<file path="config.mk">
export PLATFORM = sky130hd
export DESIGN_NAME = aprs_top
export DESIGN_NICKNAME = d
export VERILOG_FILES = /design/src/hw/aprs_pkg.sv /design/src/hw/aprs_pins_if.sv /design/src/hw/aprs_top.sv /design/src/hw/aprs_sync.sv
export SDC_FILE = /design/constraint.sdc
export NUM_CORES = 1
export LEC_CHECK = 0
export BUFFER_PORTS_ARGS = -buffer_cell sky130_fd_sc_hd__buf_2
export CORE_MARGIN = 10
export CORE_UTILIZATION = 60
export CTS_CLUSTER_SIZE = 30
export DETAILED_ROUTE_END_ITERATION = 10
export GPL_ROUTABILITY_DRIVEN = 0
export GPL_TIMING_DRIVEN = 0
export PLACE_DENSITY_LB_ADDON = 0.05
export SYNTH_ARGS = -nofsm -noshare
export SYNTH_HDL_FRONTEND = slang
export SYNTH_HIERARCHICAL = 1
export SYNTH_SLANG_ARGS = --single-unit
</file>
<file path="constraint.sdc">
create_clock -name clk -period 4 [get_ports clk]
set_clock_uncertainty 0.05 [all_clocks]
set_input_delay 0.6 -clock clk [delete_from_list [all_inputs] [get_ports clk]]
set_output_delay 0.6 -clock clk [all_outputs]
set_load 0.005 [all_outputs]
</file>
<file path="src/hw/aprs_pkg.sv">
// Function
// A strobe fall with select low powers the converter up into acquisition, and the host holds select low there.
// Select sampled at the second strobe fall powers the reference down when high and keeps it on when low.
// A strobe fall with select high after conversion puts the valid result on the outputs, and the host holds select high there.
// The active-low end-of-conversion output goes low once a conversion completes.
// Result bits leave on three-state outputs enabled only during a read, with the top bit as the msb.
// The second strobe fall starts a conversion after the acquisition begun at the first.
// On the byte-wide outputs, byte select 1 gives the high result byte and 0 the low byte.
// A high level on the reset pin returns the device to its reset state.
// The host counts strobe edges and issues the reading edge only after end-of-conversion has gone low.
package aprs_pkg;
  localparam int RES_W = 16;
  localparam int BYTE_W = 8;
  localparam int CLK_PERIOD_NS = 10;
  localparam int CONV_TIME_NS = 4700;
  localparam int CONV_CYC = (CONV_TIME_NS / CLK_PERIOD_NS < 1) ? 1 : CONV_TIME_NS / CLK_PERIOD_NS;
  localparam int CNT_W = 10;
  localparam logic [CNT_W-1:0] CONV_LAST = CNT_W'(CONV_CYC - 1);
  localparam logic [CNT_W-1:0] CNT_RST = 10'h000;
  localparam logic [RES_W-1:0] RES_RST = 16'h0000;
  localparam logic [BYTE_W-1:0] BYTE_RST = 8'h00;
  localparam logic [2:0] SYNC_RST_HI = 3'h7;
  localparam logic [2:0] SYNC_RST_LO = 3'h0;

  typedef enum logic [4:0] {
    APRS_OFF = 5'h01,
    APRS_ACQ = 5'h02,
    APRS_CONV = 5'h04,
    APRS_DONE = 5'h08,
    APRS_READ = 5'h10
  } aprs_state_t;
endpackage

</file>
<file path="src/hw/aprs_pins_if.sv">
`timescale 1ns/10ps
`default_nettype none
interface aprs_pins_if;
  logic strobe_fall;
  logic strobe_high;
  logic rd_conv;
  logic upper_byte_select;
  logic pin_rst;
  modport sync (output strobe_fall, output strobe_high, output rd_conv,
    output upper_byte_select, output pin_rst);
  modport core (input strobe_fall, input strobe_high, input rd_conv,
    input upper_byte_select, input pin_rst);
endinterface
`default_nettype wire

</file>
<file path="src/hw/aprs_top.sv">
`timescale 1ns/10ps
`default_nettype none
module aprs_top (
  // clock and reset
  input wire logic clk,
  input wire logic sys_rst,
  // control pins from the host
  input wire logic convert_strobe_n,
  input wire logic rd_conv,
  input wire logic upper_byte_select,
  input wire logic reset_pin,
  // sampled analog value, held by the converter core
  input wire logic [aprs_pkg::RES_W-1:0] sample_in,
  // status
  output logic eoc_n,
  output logic ref_powered,
  output logic conv_busy,
  // word-wide result bus
  output logic [aprs_pkg::RES_W-1:0] result_bus_o,
  output logic result_bus_oe,
  // byte-wide result bus
  output logic [aprs_pkg::BYTE_W-1:0] byte_bus_o,
  output logic byte_bus_oe
);
  import aprs_pkg::*;

  typedef struct packed {
    aprs_state_t state;
    logic [CNT_W-1:0] cnt;
    logic [RES_W-1:0] sample;
    logic [RES_W-1:0] result;
    logic ref_keep;
    logic eoc_n;
    logic drive;
    logic [BYTE_W-1:0] byte_out;
  } aprs_core_t;

  aprs_core_t st_r;
  aprs_core_t st_nxt;
  aprs_pins_if pins ();

  aprs_sync u_sync (
    .clk(clk),
    .sys_rst(sys_rst),
    .convert_strobe_n(convert_strobe_n),
    .rd_conv(rd_conv),
    .upper_byte_select(upper_byte_select),
    .reset_pin(reset_pin),
    .pins(pins)
  );

  function automatic logic [BYTE_W-1:0] pick_byte(input logic [RES_W-1:0] w,
      input logic hi);
    pick_byte = hi ? w[RES_W-1:BYTE_W] : w[BYTE_W-1:0];
  endfunction

  always_comb begin
    st_nxt = st_r;
    st_nxt.byte_out = pick_byte(st_r.result, pins.upper_byte_select);
    case (st_r.state)
      APRS_OFF: begin
        // a fall with select high is not a legal first edge: stay asleep
        if (pins.strobe_fall && !pins.rd_conv) begin
          st_nxt.state = APRS_ACQ;
        end
      end
      APRS_ACQ: begin
        if (pins.strobe_fall) begin
          st_nxt.state = APRS_CONV;
          st_nxt.ref_keep = !pins.rd_conv;
          st_nxt.sample = sample_in;
          st_nxt.cnt = CNT_RST;
        end
      end
      APRS_CONV: begin
        st_nxt.cnt = st_r.cnt + 1'b1;
        if (st_r.cnt == CONV_LAST) begin
          st_nxt.state = APRS_DONE;
          st_nxt.result = st_r.sample;
          st_nxt.eoc_n = 1'b0;
        end
      end
      APRS_DONE: begin
        // a fall with select low here is ignored; the result keeps waiting
        if (pins.strobe_fall && pins.rd_conv) begin
          st_nxt.state = APRS_READ;
          st_nxt.drive = 1'b1;
        end
      end
      APRS_READ: begin
        if (pins.strobe_high) begin
          st_nxt.state = APRS_OFF;
          st_nxt.drive = 1'b0;
          st_nxt.eoc_n = 1'b1;
        end
      end
      default: begin
        st_nxt.state = APRS_OFF;
      end
    endcase
  end

  always_ff @(posedge clk) begin
    if (sys_rst || pins.pin_rst) begin
      st_r.state <= APRS_OFF;
      st_r.cnt <= CNT_RST;
      st_r.sample <= RES_RST;
      st_r.result <= RES_RST;
      st_r.ref_keep <= 1'b0;
      st_r.eoc_n <= 1'b1;
      st_r.drive <= 1'b0;
      st_r.byte_out <= BYTE_RST;
    end else begin
      st_r <= st_nxt;
    end
  end

  // reference stays on while awake, and after conversion only if kept
  assign ref_powered = (st_r.state == APRS_ACQ) || (st_r.state == APRS_CONV) ||
    st_r.ref_keep;
  assign conv_busy = (st_r.state == APRS_CONV);
  assign eoc_n = st_r.eoc_n;
  assign result_bus_o = st_r.result;
  assign result_bus_oe = st_r.drive;
  assign byte_bus_o = st_r.byte_out;
  assign byte_bus_oe = st_r.drive;
endmodule // aprs_top
`default_nettype wire

</file>
<file path="src/hw/aprs_sync.sv">
`timescale 1ns/10ps
`default_nettype none
module aprs_sync
  import aprs_pkg::*;
(
  // clock and reset
  input wire logic clk,
  input wire logic sys_rst,
  // raw pins
  input wire logic convert_strobe_n,
  input wire logic rd_conv,
  input wire logic upper_byte_select,
  input wire logic reset_pin,
  // filtered side
  aprs_pins_if.sync pins
);
  typedef struct packed {
    logic [3:0][2:0] sh;
    logic [3:0] lvl;
  } aprs_sync_t;

  aprs_sync_t st_r;
  aprs_sync_t st_nxt;
  logic [3:0] raw;

  assign raw = {reset_pin, upper_byte_select, rd_conv, convert_strobe_n};

  // a level only moves once stages two and three agree, so a one-sample glitch never counts
  always_comb begin
    st_nxt = st_r;
    for (int i = 0; i < 4; i++) begin
      st_nxt.sh[i] = {st_r.sh[i][1:0], raw[i]};
      if (st_r.sh[i][1] == st_r.sh[i][2]) begin
        st_nxt.lvl[i] = st_r.sh[i][2];
      end
    end
  end

  always_ff @(posedge clk) begin
    if (sys_rst) begin
      st_r.sh <= {SYNC_RST_LO, SYNC_RST_LO, SYNC_RST_LO, SYNC_RST_HI};
      st_r.lvl <= 4'h1;
    end else begin
      st_r <= st_nxt;
    end
  end

  assign pins.strobe_fall = st_r.lvl[0] & ~st_nxt.lvl[0];
  assign pins.strobe_high = st_r.lvl[0];
  assign pins.rd_conv = st_r.lvl[1];
  assign pins.upper_byte_select = st_r.lvl[2];
  assign pins.pin_rst = st_r.lvl[3];
endmodule // aprs_sync
`default_nettype wire

</file>
==> results.sh <==
export IMPL_layout_drive_gt1_share_pct=27.7
export IMPL_leakage_uw=0.00154
export IMPL_clkPwrFrac_pct=41.1
export IMPL_setup_viol=0
export IMPL_num_antenna_cells=0
export IMPL_syn_avg_cell_area_sq_um=9.37
export IMPL_peakVddDrop_mv=0.331
export IMPL_crit_start="st_r[56]$_SDFFE_PP0P_"
export IMPL_place_ws_ps=1750
export IMPL_core_area_sq_um=4850
export IMPL_place_area_sq_um=3410
export IMPL_hold_viol=0
export IMPL_crit_path_end_kind="output port"
export IMPL_rsz0062_at_grt="no"
export IMPL_drv_slew=0
export IMPL_grt_ovfl_total=0
export IMPL_die_y_um=91.6
export IMPL_antenna_found_initial=0
export IMPL_clock_fmax_ghz=0.441
export IMPL_vias=2326
export IMPL_ys_warn_count=6
export IMPL_cts_tree="built"
export IMPL_final_cell_area_sq_um=3630
export IMPL_yosys_area_top_type="dfxtp_1"
export IMPL_hold_class="reg -> reg"
export IMPL_fin_tns_setup_ps=0
export IMPL_min_period_ps=2270
export IMPL_drtPass1Iterations=4
export IMPL_initial_utilization_pct=63.4
export IMPL_p_int_uw=1160
export IMPL_netSwitchingPower_uw=360
export IMPL_finalCritPeriodShare_pct=56.6
export IMPL_ant_nets=0
export IMPL_cp_arrival_ps=1620
export IMPL_netlist_top_cells_area="dfxtp_1 (48%), mux2i_1 (8.1%), buf_4 (7.1%)"
export IMPL_viasPerCell=5.05
export IMPL_pwr_density_cell_nw_per_um2=420
export IMPL_grt_usage_pct=15.0
export IMPL_grt_pass1_wl_um=10400
export IMPL_die_area_sq_um=8380
export IMPL_cts_made_buffers=9
export IMPL_rows=25
export IMPL_ios=51
export IMPL_clkTransAtPathRegs_ps=80
export IMPL_worstPathMaxFanout=9
export IMPL_synth_cell_types=50
export IMPL_ctsResizeCount=0
export IMPL_ys_seq_elements=74
export IMPL_drv_cap=0
export IMPL_synth_nets=352
export IMPL_io_buffers=50
export IMPL_worst_pin_slew_ps=729
export IMPL_reg2reg_setup_slack_ps=1790
export IMPL_p_seq_share_pct=49.4
export IMPL_synthesis_area_sq_um=3070
export IMPL_syn2layout_area_growth_pct=18.0
export IMPL_hold_buffers=0
export IMPL_cts_root_buf="clkbuf_8"
export IMPL_timing_rr_start="u_sync/pins.strobe_high$_SDFF_PP1_"
export IMPL_switching_share_pct=23.6
export IMPL_cp_required_ps=3350
export IMPL_fin_nets=413
export IMPL_timing_rr_end="st_r[51]$_SDFFE_PP0P_"
export IMPL_drc=0
export IMPL_r2r_cells=7
export IMPL_totalWireLength_um=6170
export IMPL_die_w_um=91.6
export IMPL_routedWlPerCell_um=13.4
export IMPL_synth_seq_area_share_pct=48.2
export IMPL_synthCells=328
export IMPL_htreeDepth=3
export IMPL_drtIter0Drc=85
export IMPL_grt_pass1_vias=2206
export IMPL_grt_max_degree=14
export IMPL_clk_insertion_delay_late_ps=350
export IMPL_combPwrFrac_pct=9.5
export IMPL_status="completed"
export IMPL_yosys_area_top_type_share_pct=48.2
export IMPL_worst_slack_ps=1730
export IMPL_hpwl_um=4490
export IMPL_start_kind="flop"
export IMPL_slew_headroom_pct=51.3
export IMPL_crit_type="reg -> out"
export IMPL_post_cts_buffers=0
export IMPL_cts_path_max_buffers=2
export IMPL_cp_endpoint="conv_busy"
export IMPL_clock_sinks=74
## final cells by class
cell class,count,area (sq um)
Sequential cell,74,1480
Multi-Input combinational cell,208,1270
Fill cell,362,1220
Buffer,41,299
Timing Repair Buffer,50,250
Clock buffer,10,128
Clock inverter,6,91.3
Tap cell,67,83.8
Inverter,5,18.8
## cells in the mapped netlist (all sizes together)
cell     count
dfxtp       74
nand2       43
nor2        42
buf         36
a21oi       26
mux2i       25
xor2         9
and2b        6
o21ai        6
or2          6
clkbuf       5
inv          5
nand3        5
a211oi       3
nand4        3
nor2b        3
o211ai       3
or4          3
a21o         2
ha           2
nand3b       2
nand4b       2
nor3         2
a21boi       1
a31o         1
a41oi        1
and2         1
and3         1
and4         1
nand2b       1
nor3b        1
nor4bb       1
o2111a       1
o2111ai      1
o21bai       1
o22ai        1
or2b         1
or3          1
## metal layers
layer  track usage [%]  share of wire, %
met3              6.50               6.9
met4              4.31               1.4
met2              24.0                47
met5                 0                 0
met1              18.0                45
## placed cells by master, fill, tap and decap left out, types with 2 or more instances in the layout
cell	count
and2b_1	6
dfxtp_1	74
bufinv_16	2
buf_2	52
buf_4	29
clkinv_4	3
o211ai_1	3
nand3_1	4
nand2_1	43
or2_1	5
nand4_1	3
clkbuf_1	6
buf_6	3
a21oi_1	24
clkbuf_8	9
nand4b_1	2
nor2_1	40
inv_1	5
o21ai_0	6
xor2_1	9
mux2i_1	25
a211oi_1	2
nor3_1	2
or4_1	3
nor2b_1	3
a21o_1	2
ha_1	2
## logic make-up after synthesis
logic type | Yosys count | synth area share (%)
muxes | 25 | 8.14
DFF | 74 | 48.2
buffers and inverters | 46 | 10.3
xor gates and xnor gates | 9 | 2.57
adders and majority gates | 2 | 0.814
AOI/OAI and AO/OA | 47 | 9.73
and+or+nand+nor | 125 | 20.2
## how the worst min path moves through the flow
stage                                startpoint                          end  slack, ps  cells after the start
finish              u_sync/st_nxt[5]$_SDFF_PP1_  u_sync/st_nxt[6]$_SDFF_PP1_        360                      1
global route                   convert_strobe_n  u_sync/st_nxt[5]$_SDFF_PP1_        370                      2
CTS                            convert_strobe_n  u_sync/st_nxt[5]$_SDFF_PP1_        360                      2
detailed placement  u_sync/st_nxt[5]$_SDFF_PP1_  u_sync/st_nxt[6]$_SDFF_PP1_        350                      1
global placement    u_sync/st_nxt[5]$_SDFF_PP1_  u_sync/st_nxt[6]$_SDFF_PP1_        340                      1
floorplan           u_sync/st_nxt[5]$_SDFF_PP1_  u_sync/st_nxt[6]$_SDFF_PP1_        330                      1
## power groups by stage
| stage | clock [uW] | sequential, uW | combinational (uW) |
|---|---|---|---|
| final | 626 | 753 | 145 |
| after global routing | 673 | 754 | 164 |
| after CTS | 636 | 753 | 145 |
| after detailed placement | 0 | 770 | 144 |
| after global placement | 0 | 769 | 142 |
| after floorplan | 0 | 769 | 110 |
## stage by stage
| stage | hold WS (ps) | utilization, % | std cells | total power, uW |
|---|---|---|---|---|
| after CTS | 365 | 74.8 | 461 | 1530 |
| final | 363 | 74.8 | 461 | 1520 |
| after floorplan | 333 | - | 328 | 879 |
| after global routing | 366 | 74.8 | 461 | 1590 |
| after global placement | 336 | 70.3 | 445 | 912 |
| after detailed placement | 349 | 70.3 | 445 | 914 |
## critical path: stages, from the launching register on
cell and delay [ps]:
dfxtp_1 300, buf_4 160, nor3_1 230, nand3_1 260, inv_1 190, buf_2 140
## sequential cells by signal, indices dropped and copies added, names as in the netlist, 4 cells and up
register	count
u_sync/st_nxt	8
byte_bus_o	8
st_r	32
u_sync/st_r	4
result_bus_o	16
(Power assumes the default switching activity.)
